File: config.mk
export PLATFORM = sky130hd
export DESIGN_NAME = iob_break_trap
export DESIGN_NICKNAME = d
export VERILOG_FILES = /design/src/rtl/iob_window_match.v /design/src/rtl/iob_pin_sync.v /design/src/rtl/iob_break_trap.v
export VERILOG_INCLUDE_DIRS = /design/src /design/src/rtl
export SDC_FILE = /design/constraint.sdc
export NUM_CORES = 1
export LEC_CHECK = 0
export ABC_AREA = 1
export ABC_CLOCK_PERIOD_IN_PS = 4450
export BUFFER_PORTS_ARGS = -buffer_cell sky130_fd_sc_hd__buf_2
export CAP_MARGIN = 30
export CORE_MARGIN = 8
export CORE_UTILIZATION = 26
export DETAILED_ROUTE_END_ITERATION = 7
export HOLD_SLACK_MARGIN = 0.02
export PLACE_DENSITY = 0.5
export SLEW_MARGIN = 20
export SYNTH_ARGS = -nofsm -noshare
export SYNTH_HDL_FRONTEND = slang
export SYNTH_SLANG_ARGS = --single-unit
export TNS_END_PERCENT = 20
File: constraint.sdc
create_clock -name mclk -period 4.45 [get_ports mclk]
set_clock_uncertainty 0.2 [all_clocks]
set_input_delay 0.89 -clock mclk [delete_from_list [all_inputs] [get_ports mclk]]
set_output_delay 0.89 -clock mclk [all_outputs]
set_load 0.01 [all_outputs]
File: src/rtl/iob_consts.vh
// Purpose: constants for the I/O break trap block
// Assumes: registers reached through an index/data port pair
// Notes: offsets are index values written to the index port
// Behaviour
// Window 2 enabled traps reads and writes inside window 2 base and size.
// Window 1 enabled traps reads and writes inside window 1 base and size.
// Hard disk trap covers 1F0h-1F7h and 3F6h, reads and writes.
// Floppy trap covers 3F0h-3F5h, reads and writes.
// Parallel port 1 trap covers 378h-37Ah, reads and writes.
// Serial port 2 trap covers 2F8h-2FFh, reads and writes.
// Serial port 1 trap covers 3F8h-3FFh, reads and writes.
// Keyboard read trap covers reads only of 60h, 61h, 64h.
// Keyboard write trap covers writes only to 60h, 61h, 64h.
// CMOS index trap covers writes to 70h, not reads.
// Second DMA trap covers writes to even addresses C0h-DEh.
// First DMA trap covers writes to 00h-0Fh.
// Enable bit 2 of mask B traps writes to 20h-21h.
// Enable bit 1 of mask B traps writes to A0h-A1h.
// Interval timer trap covers writes to 40h-43h.
// Each enabled trap sets its flag at its enable bit position.
// Reading a status register clears all of its bits.
// Break summary bit 6 set while any trap or timer flag set.
// Shared disk address sets both disk flags when both enabled; code sets only the hard disk flag, floppy range ends at 3F5h.
// 10-bit decode ignores base bits 15 to 10 for windows.
// Size field selects 4, 8, 16 or 32 byte windows.
// Software programs base and size before enabling a window.
// Software sets control bit 7 or traps have no effect.
// Lock with management inactive makes mask registers read-only.
// 10-bit decode applies to fixed and programmable ranges.
// Only I/O cycles are decoded, never memory cycles.
`ifndef IOB_CONSTS_VH
`define IOB_CONSTS_VH
`define IOB_IDX_ENABLE_A 8'h80
`define IOB_IDX_ENABLE_B 8'h81
`define IOB_IDX_STATUS_A 8'h82
`define IOB_IDX_STATUS_B 8'h83
`define IOB_IDX_W2_HI 8'h84
`define IOB_IDX_W2_LO 8'h85
`define IOB_IDX_W1_HI 8'h86
`define IOB_IDX_W1_LO 8'h87
`define IOB_MASK_RESET 8'h00
`define IOB_STAT_RESET 8'h00
`define IOB_WIN_RESET 8'h00
`define IOB_CTL_ENABLE_BIT 7
`define IOB_CTL_BREAK_BIT 6
`define IOB_CTL_LOCK_BIT 4
`define IOB_MISC_DEC10_BIT 1
`define IOB_DEC10_MASK 16'h03ff
`define IOB_FULL_MASK 16'hffff
`define IOB_HD_LO 16'h01f0
`define IOB_HD_HI 16'h01f7
`define IOB_HD_ALT 16'h03f6
`define IOB_FD_LO 16'h03f0
`define IOB_FD_HI 16'h03f5
`define IOB_LP1_LO 16'h0378
`define IOB_LP1_HI 16'h037a
`define IOB_SP2_LO 16'h02f8
`define IOB_SP2_HI 16'h02ff
`define IOB_SP1_LO 16'h03f8
`define IOB_SP1_HI 16'h03ff
`define IOB_KBD_DATA 16'h0060
`define IOB_KBD_PORTB 16'h0061
`define IOB_KBD_CMD 16'h0064
`define IOB_CMOS_IDX 16'h0070
`define IOB_DMA2_LO 16'h00c0
`define IOB_DMA2_HI 16'h00de
`define IOB_DMA1_LO 16'h0000
`define IOB_DMA1_HI 16'h000f
`define IOB_IRQB2_LO 16'h0020
`define IOB_IRQB2_HI 16'h0021
`define IOB_IRQB1_LO 16'h00a0
`define IOB_IRQB1_HI 16'h00a1
`define IOB_TMR_LO 16'h0040
`define IOB_TMR_HI 16'h0043
`endif

File: src/rtl/iob_window_match.v
// Purpose: match an I/O address against one programmable window
// Assumes: base and size registers held by the caller
// Notes: purely combinational
`timescale 1ns/100ps
`include "iob_consts.vh"
module iob_window_match
(
	// Window setup
	input wire [7:0] base_high,
	input wire [7:0] base_low_size,
	input wire dec10,
	// Address under test
	input wire [15:0] addr,
	// Result
	output reg hit
);
	reg [15:0] care;
	reg [15:0] base;

	// Size field widens the window by dropping low base bits
	always @*
	begin
		base = {base_high, base_low_size[7:2], 2'b00};
		care = dec10 ? `IOB_DEC10_MASK : `IOB_FULL_MASK;
		care[1:0] = 2'b00;
		case (base_low_size[1:0])
			2'b01: care[2] = 1'b0;
			2'b10: care[3:2] = 2'b00;
			2'b11: care[4:2] = 3'b000;
			default: care[1:0] = 2'b00;
		endcase
		hit = ((addr ^ base) & care) == 16'h0000;
	end
endmodule // iob_window_match

File: src/rtl/iob_pin_sync.v
// Purpose: three-stage synchroniser for pin inputs
// Assumes: a change counts once stages two and three agree
// Notes: stage one feeds stage two only
`timescale 1ns/100ps
module iob_pin_sync
#(
	parameter WIDTH = 1,
	parameter [WIDTH-1:0] INIT = {WIDTH{1'b0}}
)
(
	// Clock and reset
	input wire mclk,
	input wire reset,
	// Pin side
	input wire [WIDTH-1:0] pin_in,
	// Clean side
	output reg [WIDTH-1:0] level
);
	reg [WIDTH-1:0] s1_reg;
	reg [WIDTH-1:0] s2_reg;
	reg [WIDTH-1:0] s3_reg;
	integer i;

	// Filtered level updates only on agreement, rejecting a single-cycle glitch
	always @(posedge mclk or posedge reset)
	begin
		if (reset)
		begin
			s1_reg <= INIT;
			s2_reg <= INIT;
			s3_reg <= INIT;
			level <= INIT;
		end
		else
		begin
			s1_reg <= pin_in;
			s2_reg <= s1_reg;
			s3_reg <= s2_reg;
			for (i = 0; i < WIDTH; i = i + 1)
				if (s2_reg[i] == s3_reg[i])
					level[i] <= s3_reg[i];
		end
	end
endmodule // iob_pin_sync

File: src/rtl/iob_break_trap.v
// Purpose: I/O break trap with mask, status and window registers
// Assumes: one I/O cycle per io_strobe pulse, same clock domain as mclk
// Notes: registers reached by index/data port pair on the same I/O bus
`timescale 1ns/100ps
`include "iob_consts.vh"
module iob_break_trap
#(
	parameter [15:0] INDEX_PORT = 16'h00ec,
	parameter [15:0] DATA_PORT = 16'h00ed
)
(
	// Clock and reset
	input wire mclk,
	input wire reset,
	// Processor bus cycle, one-cycle strobe
	input wire io_strobe,
	input wire io_cycle,
	input wire io_write,
	input wire [15:0] io_addr,
	input wire [7:0] io_wdata,
	// Read answer for data port reads
	output reg [7:0] io_rdata,
	output reg io_rvalid,
	// Control inputs held elsewhere in the chip
	input wire break_enable,
	input wire mgmt_lock,
	input wire io_decode_width_sel,
	input wire timer_flags_any,
	// Management interrupt pin level from outside
	input wire mgmt_irq_pin_n,
	// Outputs
	output reg mgmt_irq_n,
	output reg any_break_pending
);
	reg [7:0] index_reg;
	reg [7:0] trap_enable_a_reg;
	reg [7:0] trap_enable_b_reg;
	reg [7:0] trap_status_a_reg;
	reg [7:0] trap_status_b_reg;
	reg [7:0] window2_base_high_reg;
	reg [7:0] window2_base_low_size_reg;
	reg [7:0] window1_base_high_reg;
	reg [7:0] window1_base_low_size_reg;
	reg [7:0] rdata_next;
	reg [7:0] hit_a;
	reg [7:0] hit_b;
	reg [7:0] status_a_next;
	reg [7:0] status_b_next;
	reg [15:0] dec_addr;
	reg [15:0] ctl_addr;
	reg io_read;
	wire w1_hit;
	wire w2_hit;
	wire pin_level_n;
	wire mgmt_active;
	wire io_cyc;
	wire data_acc;
	wire idx_wr;
	wire data_wr;
	wire data_rd;
	wire mask_wr_ok;

	// Range test used by the fixed decodes other than keyboard, CMOS index and 3F6h
	function in_range;
		input [15:0] a;
		input [15:0] lo;
		input [15:0] hi;
		begin
			in_range = (a >= lo) && (a <= hi);
		end
	endfunction

	// Keyboard decode shared by read and write traps
	function kbd_port;
		input [15:0] a;
		begin
			kbd_port = (a == `IOB_KBD_DATA) || (a == `IOB_KBD_PORTB) || (a == `IOB_KBD_CMD);
		end
	endfunction

	// Pin level synchronised so the lock decision sees a clean state
	iob_pin_sync #(
		.WIDTH(1),
		.INIT(1'b1)
	) u_pin_sync (
		.mclk(mclk),
		.reset(reset),
		.pin_in(mgmt_irq_pin_n),
		.level(pin_level_n)
	);

	assign mgmt_active = ~pin_level_n;

	iob_window_match u_win1 (
		.base_high(window1_base_high_reg),
		.base_low_size(window1_base_low_size_reg),
		.dec10(io_decode_width_sel),
		.addr(io_addr),
		.hit(w1_hit)
	);

	iob_window_match u_win2 (
		.base_high(window2_base_high_reg),
		.base_low_size(window2_base_low_size_reg),
		.dec10(io_decode_width_sel),
		.addr(io_addr),
		.hit(w2_hit)
	);

	// Memory cycles never reach the decodes
	assign io_cyc = io_strobe & io_cycle;
	assign data_acc = io_cyc && (ctl_addr == DATA_PORT);
	assign idx_wr = io_cyc && io_write && (ctl_addr == INDEX_PORT);
	assign data_wr = data_acc & io_write;
	assign data_rd = data_acc & ~io_write;
	// Lock only bites outside management mode
	assign mask_wr_ok = ~mgmt_lock | mgmt_active;

	// Address folding for 10-bit decode
	always @*
	begin
		dec_addr = io_addr & (io_decode_width_sel ? `IOB_DEC10_MASK : `IOB_FULL_MASK);
		ctl_addr = io_addr;
		io_read = ~io_write;
	end

	// Fixed and programmable hit vectors, bit positions follow the enables
	always @*
	begin
		hit_a = 8'h00;
		hit_b = 8'h00;
		hit_a[6] = w2_hit;
		hit_a[5] = w1_hit;
		hit_a[4] = in_range(dec_addr, `IOB_HD_LO, `IOB_HD_HI) || (dec_addr == `IOB_HD_ALT);
		hit_a[3] = in_range(dec_addr, `IOB_FD_LO, `IOB_FD_HI);
		hit_a[2] = in_range(dec_addr, `IOB_LP1_LO, `IOB_LP1_HI);
		hit_a[1] = in_range(dec_addr, `IOB_SP2_LO, `IOB_SP2_HI);
		hit_a[0] = in_range(dec_addr, `IOB_SP1_LO, `IOB_SP1_HI);
		hit_b[7] = io_read && kbd_port(dec_addr);
		hit_b[6] = io_write && kbd_port(dec_addr);
		hit_b[5] = io_write && (dec_addr == `IOB_CMOS_IDX);
		hit_b[4] = io_write && in_range(dec_addr, `IOB_DMA2_LO, `IOB_DMA2_HI) && ~dec_addr[0];
		hit_b[3] = io_write && in_range(dec_addr, `IOB_DMA1_LO, `IOB_DMA1_HI);
		hit_b[2] = io_write && in_range(dec_addr, `IOB_IRQB2_LO, `IOB_IRQB2_HI);
		hit_b[1] = io_write && in_range(dec_addr, `IOB_IRQB1_LO, `IOB_IRQB1_HI);
		hit_b[0] = io_write && in_range(dec_addr, `IOB_TMR_LO, `IOB_TMR_HI);
		// Nothing traps unless the global enable is on and a real I/O cycle runs
		hit_a = hit_a & trap_enable_a_reg & {8{io_cyc & break_enable}};
		hit_b = hit_b & trap_enable_b_reg & {8{io_cyc & break_enable}};
	end

	// Status next: read clears, but a same-cycle hit survives the clear
	always @*
	begin
		status_a_next = trap_status_a_reg;
		status_b_next = trap_status_b_reg;
		if (data_rd && index_reg == `IOB_IDX_STATUS_A)
			status_a_next = 8'h00;
		if (data_rd && index_reg == `IOB_IDX_STATUS_B)
			status_b_next = 8'h00;
		status_a_next = status_a_next | hit_a;
		status_b_next = status_b_next | hit_b;
	end

	// Read mux for the data port, bit 7 of status A reads as zero
	always @*
	begin
		case (index_reg)
			`IOB_IDX_ENABLE_A: rdata_next = trap_enable_a_reg;
			`IOB_IDX_ENABLE_B: rdata_next = trap_enable_b_reg;
			`IOB_IDX_STATUS_A: rdata_next = {1'b0, trap_status_a_reg[6:0]};
			`IOB_IDX_STATUS_B: rdata_next = trap_status_b_reg;
			`IOB_IDX_W2_HI: rdata_next = window2_base_high_reg;
			`IOB_IDX_W2_LO: rdata_next = window2_base_low_size_reg;
			`IOB_IDX_W1_HI: rdata_next = window1_base_high_reg;
			`IOB_IDX_W1_LO: rdata_next = window1_base_low_size_reg;
			default: rdata_next = 8'h00;
		endcase
	end

	// Register file writes; windows should be set before their enables
	always @(posedge mclk or posedge reset)
	begin
		if (reset)
		begin
			index_reg <= 8'h00;
			trap_enable_a_reg <= `IOB_MASK_RESET;
			trap_enable_b_reg <= `IOB_MASK_RESET;
			window2_base_high_reg <= `IOB_WIN_RESET;
			window2_base_low_size_reg <= `IOB_WIN_RESET;
			window1_base_high_reg <= `IOB_WIN_RESET;
			window1_base_low_size_reg <= `IOB_WIN_RESET;
		end
		else
		begin
			if (idx_wr)
				index_reg <= io_wdata;
			if (data_wr)
			begin
				case (index_reg)
					`IOB_IDX_ENABLE_A:
						if (mask_wr_ok)
							trap_enable_a_reg <= io_wdata;
					`IOB_IDX_ENABLE_B:
						if (mask_wr_ok)
							trap_enable_b_reg <= io_wdata;
					`IOB_IDX_W2_HI: window2_base_high_reg <= io_wdata;
					`IOB_IDX_W2_LO: window2_base_low_size_reg <= io_wdata;
					`IOB_IDX_W1_HI: window1_base_high_reg <= io_wdata;
					`IOB_IDX_W1_LO: window1_base_low_size_reg <= io_wdata;
					default: index_reg <= index_reg;
				endcase
			end
		end
	end

	// Status, interrupt pin and summary flag
	always @(posedge mclk or posedge reset)
	begin
		if (reset)
		begin
			trap_status_a_reg <= `IOB_STAT_RESET;
			trap_status_b_reg <= `IOB_STAT_RESET;
			mgmt_irq_n <= 1'b1;
			any_break_pending <= 1'b0;
			io_rdata <= 8'h00;
			io_rvalid <= 1'b0;
		end
		else
		begin
			trap_status_a_reg <= status_a_next;
			trap_status_b_reg <= status_b_next;
			// Interrupt is a one-cycle low pulse per trapped cycle; the processor latches it
			mgmt_irq_n <= ~(|hit_a | |hit_b);
			any_break_pending <= (|status_a_next) | (|status_b_next) | timer_flags_any;
			io_rvalid <= data_rd;
			if (data_rd)
				io_rdata <= rdata_next;
		end
	end
endmodule // iob_break_trap

==> impl_metrics.json <==
{
  "p_leak_nw": 2.64,
  "start_kind": "primary input",
  "cp_slowest_cell": "nand4_1",
  "fin_crit_sh_pct": 66.3,
  "rsz0062_at_grt": "no",
  "clock-sinks": 87,
  "grt_pass1_wl_um": 26500,
  "arrival_ns": 2.99,
  "grt_max_degree": 33,
  "firstDrtPassIters": 5,
  "fmax_ghz": 0.339,
  "totalPowerFinal_mw": 1.62,
  "nNetsFinal": 747,
  "power.internal_mw": 1.22,
  "crit_family": "simple AND/OR/NAND/NOR gates",
  "num_vias": 4623,
  "tightest_slew_ns": 0.700,
  "die_h_um": 152,
  "use_met1_pct": 22.1,
  "grt.met3_usage_pct": 3.53,
  "dpl.hpwl_um": 13000,
  "n_fill_cell": 2006,
  "coreArea_um2": 18000,
  "cp_cell_sequence": "buf_2, nand2_1, nor2_1, nand3_1, nor4_4, nand4_1, o21ai_0",
  "hold_class": "flop to flop",
  "max_slew_margin_pct": 53.2,
  "dieArea_um2": 23000,
  "busiest_layer": "met1",
  "cts_resized": 0,
  "vdd_drop_max_uv": 170,
  "cts_tree": "built",
  "synth.distinct_cells": 32,
  "end_kind": "flop",
  "insertion_delay_ns": 0.35,
  "finalHoldViolations": 0,
  "clockBufferDepth": 2,
  "required_ns": 4.49,
  "crit_buf_inv": 1,
  "drtAntennaViolNets": 0,
  "run_status": "complete, no violations",
  "pre_cts_slack_ns": 1.19,
  "fin_ws_ns": 1.50,
  "p_per_area_nw_per_um2": 292,
  "ys_ff_latch": 87,
  "avgSynthCellArea_um2": 7.18,
  "gp_congestion": 0.939,
  "seq_power_share_pct": 49.2,
  "path_clk_slew_ns": 0.06,
  "crit_start": "io_addr[7]",
  "post_cts_buffers": 0,
  "numPlacedInstances": 931,
  "wirelength_um": 16600,
  "worstHoldStart": "u_pin_sync.s1_reg",
  "multi_input_area_um2": 2220,
  "root_buffer": "clkbuf_16",
  "path_class": "primary input to flop",
  "drt-initial-drc-count": 525,
  "period_needed_ns": 2.95,
  "post-route-drc-count": 0,
  "htreeDepth": 3,
  "area_growth_pct": 15.4,
  "regArea_um2": 2180,
  "clkPwrFrac_pct": 43.9,
  "grt_pass1_vias": 4538,
  "path_max_fanout": 16,
  "viasPerCell": 4.88,
  "maxCapViolCount": 0,
  "yosys-top-cells-area": "dfrtp_1 (43%), nand2_1 (16%), o21ai_0 (8.2%)",
  "drive_gt1_share_pct": 10.2,
  "netlist_area_um2": 4790,
  "cts_buffers": 9,
  "critPathMaxStageDelay_ns": 0.56,
  "place.port_buffers": 44,
  "worstReg2RegStart": "index_reg[3]",
  "slew_violations": 0,
  "rows": 49,
  "hold-worst-slack_ns": 0.154,
  "synth_warnings": 0,
  "die_w_um": 152,
  "p_sw_share_pct": 24.9,
  "met2_usage_pct": 21.8,
  "grt_remaining_overflow": 0,
  "io_pins": 45,
  "netlist.top_cell.by_area": "dfrtp_1",
  "power_switching_mw": 0.402,
  "grt_usage_pct": 15.4,
  "finalNonFillerCells": 947,
  "synth_top_cell_area_share_pct": 42.8,
  "tns_ns": 0,
  "finalSetupViolations": 0,
  "synth_fp_nets": 702,
  "hold_buffers": 0,
  "antenna_found_initial": 0,
  "syn-instance-count": 668,
  "synth_seq_area_share_pct": 45.5,
  "start_util_pct": 26.6,
  "wl_per_cell_um": 17.5,
  "combPwrFrac_pct": 6.9,
  "n_antenna_cell": 0
}
-- metal layers --
metal  wire length, um  vias up
met5                 0        -
met4               411        0
met3              1360       24
met2              6890      178
met1              7950     2165
li1                  -     2256
-- cell families after synthesis --
| logic type | count (synthesis) | synth area share (%) |
|---|---|---|
| simple gates | 365 | 32.4 |
| buf+inv | 99 | 8.20 |
| fa+ha+maj | 1 | 0.209 |
| flops | 87 | 45.5 |
| compound gates | 103 | 11.3 |
| xor+xnor | 13 | 2.38 |
-- worst paths after layout --
kind | cells after the start | to | slack [ns]
max | 7 | trap_enable_b_reg[5] | 1.50
max in group asynchronous | 3 | mgmt_irq_n | 2.84
min in group asynchronous | 2 | window1_base_low_size_reg[2] | 0.38
min reg2reg | 0 | u_pin_sync.s2_reg | 0.15
min | 0 | u_pin_sync.s2_reg | 0.15
max reg2reg | 8 | any_break_pending | 1.90
-- power groups by stage --
stage / combinational (mW) / clock (mW) / sequential [mW]
2_1_floorplan: 0.0622 / 0 / 0.811
6_report: 0.112 / 0.709 / 0.796
3_3_place_gp: 0.113 / 0 / 0.811
3_5_place_dp: 0.113 / 0 / 0.811
5_1_grt: 0.128 / 0.761 / 0.796
4_1_cts: 0.113 / 0.727 / 0.796
-- per-stage QoR --
step / cell area (um2) / util (%)
2_1_floorplan: 4790 / -
3_3_place_gp: 5260 / 29.2
3_5_place_dp: 5260 / 29.2
4_1_cts: 5530 / 30.7
5_1_grt: 5530 / 30.7
6_report: 5530 / 30.7
-- synthesized netlist by cell type, drive strengths merged --
library cell and count:
nor4 3, nand4 21, nand3 53, buf 7
xnor2 5, a211oi 2, nor3 13, nand3b 2
xor2 8, o2111ai 1, o21ai 79, a21boi 1
and3 3, or2 2, maj3 1, nand2 202
dfstp 5, a21oi 12, nor2 65, clkbuf 8
o22ai 6, clkinv 1, dfrtp 82, and2 1
o211ai 1, o221ai 1, inv 83
-- layout make-up --
cell class / instances / share of cell area, %
clock inverter: 4 / 0.407
inverter: 84 / 5.72
timing repair buffer: 49 / 4.66
clock buffer: 12 / 4.46
sequential: 87 / 39.5
multi-input combinational: 482 / 40.1
tap: 229 / 5.18
-- layout by cell type (no fill, tap or decap), drive strengths merged, types with 8 or more instances in the layout --
cell type,netlist,layout
nand2,202,202
nor3,13,13
nand4,21,21
clkbuf,8,12
buf,7,49
nor2,65,65
nand3,53,53
xor2,8,8
a21oi,12,12
o21ai,79,79
inv,83,82
dfrtp,82,82
Note: power is estimated with default switching activity, not from simulation.
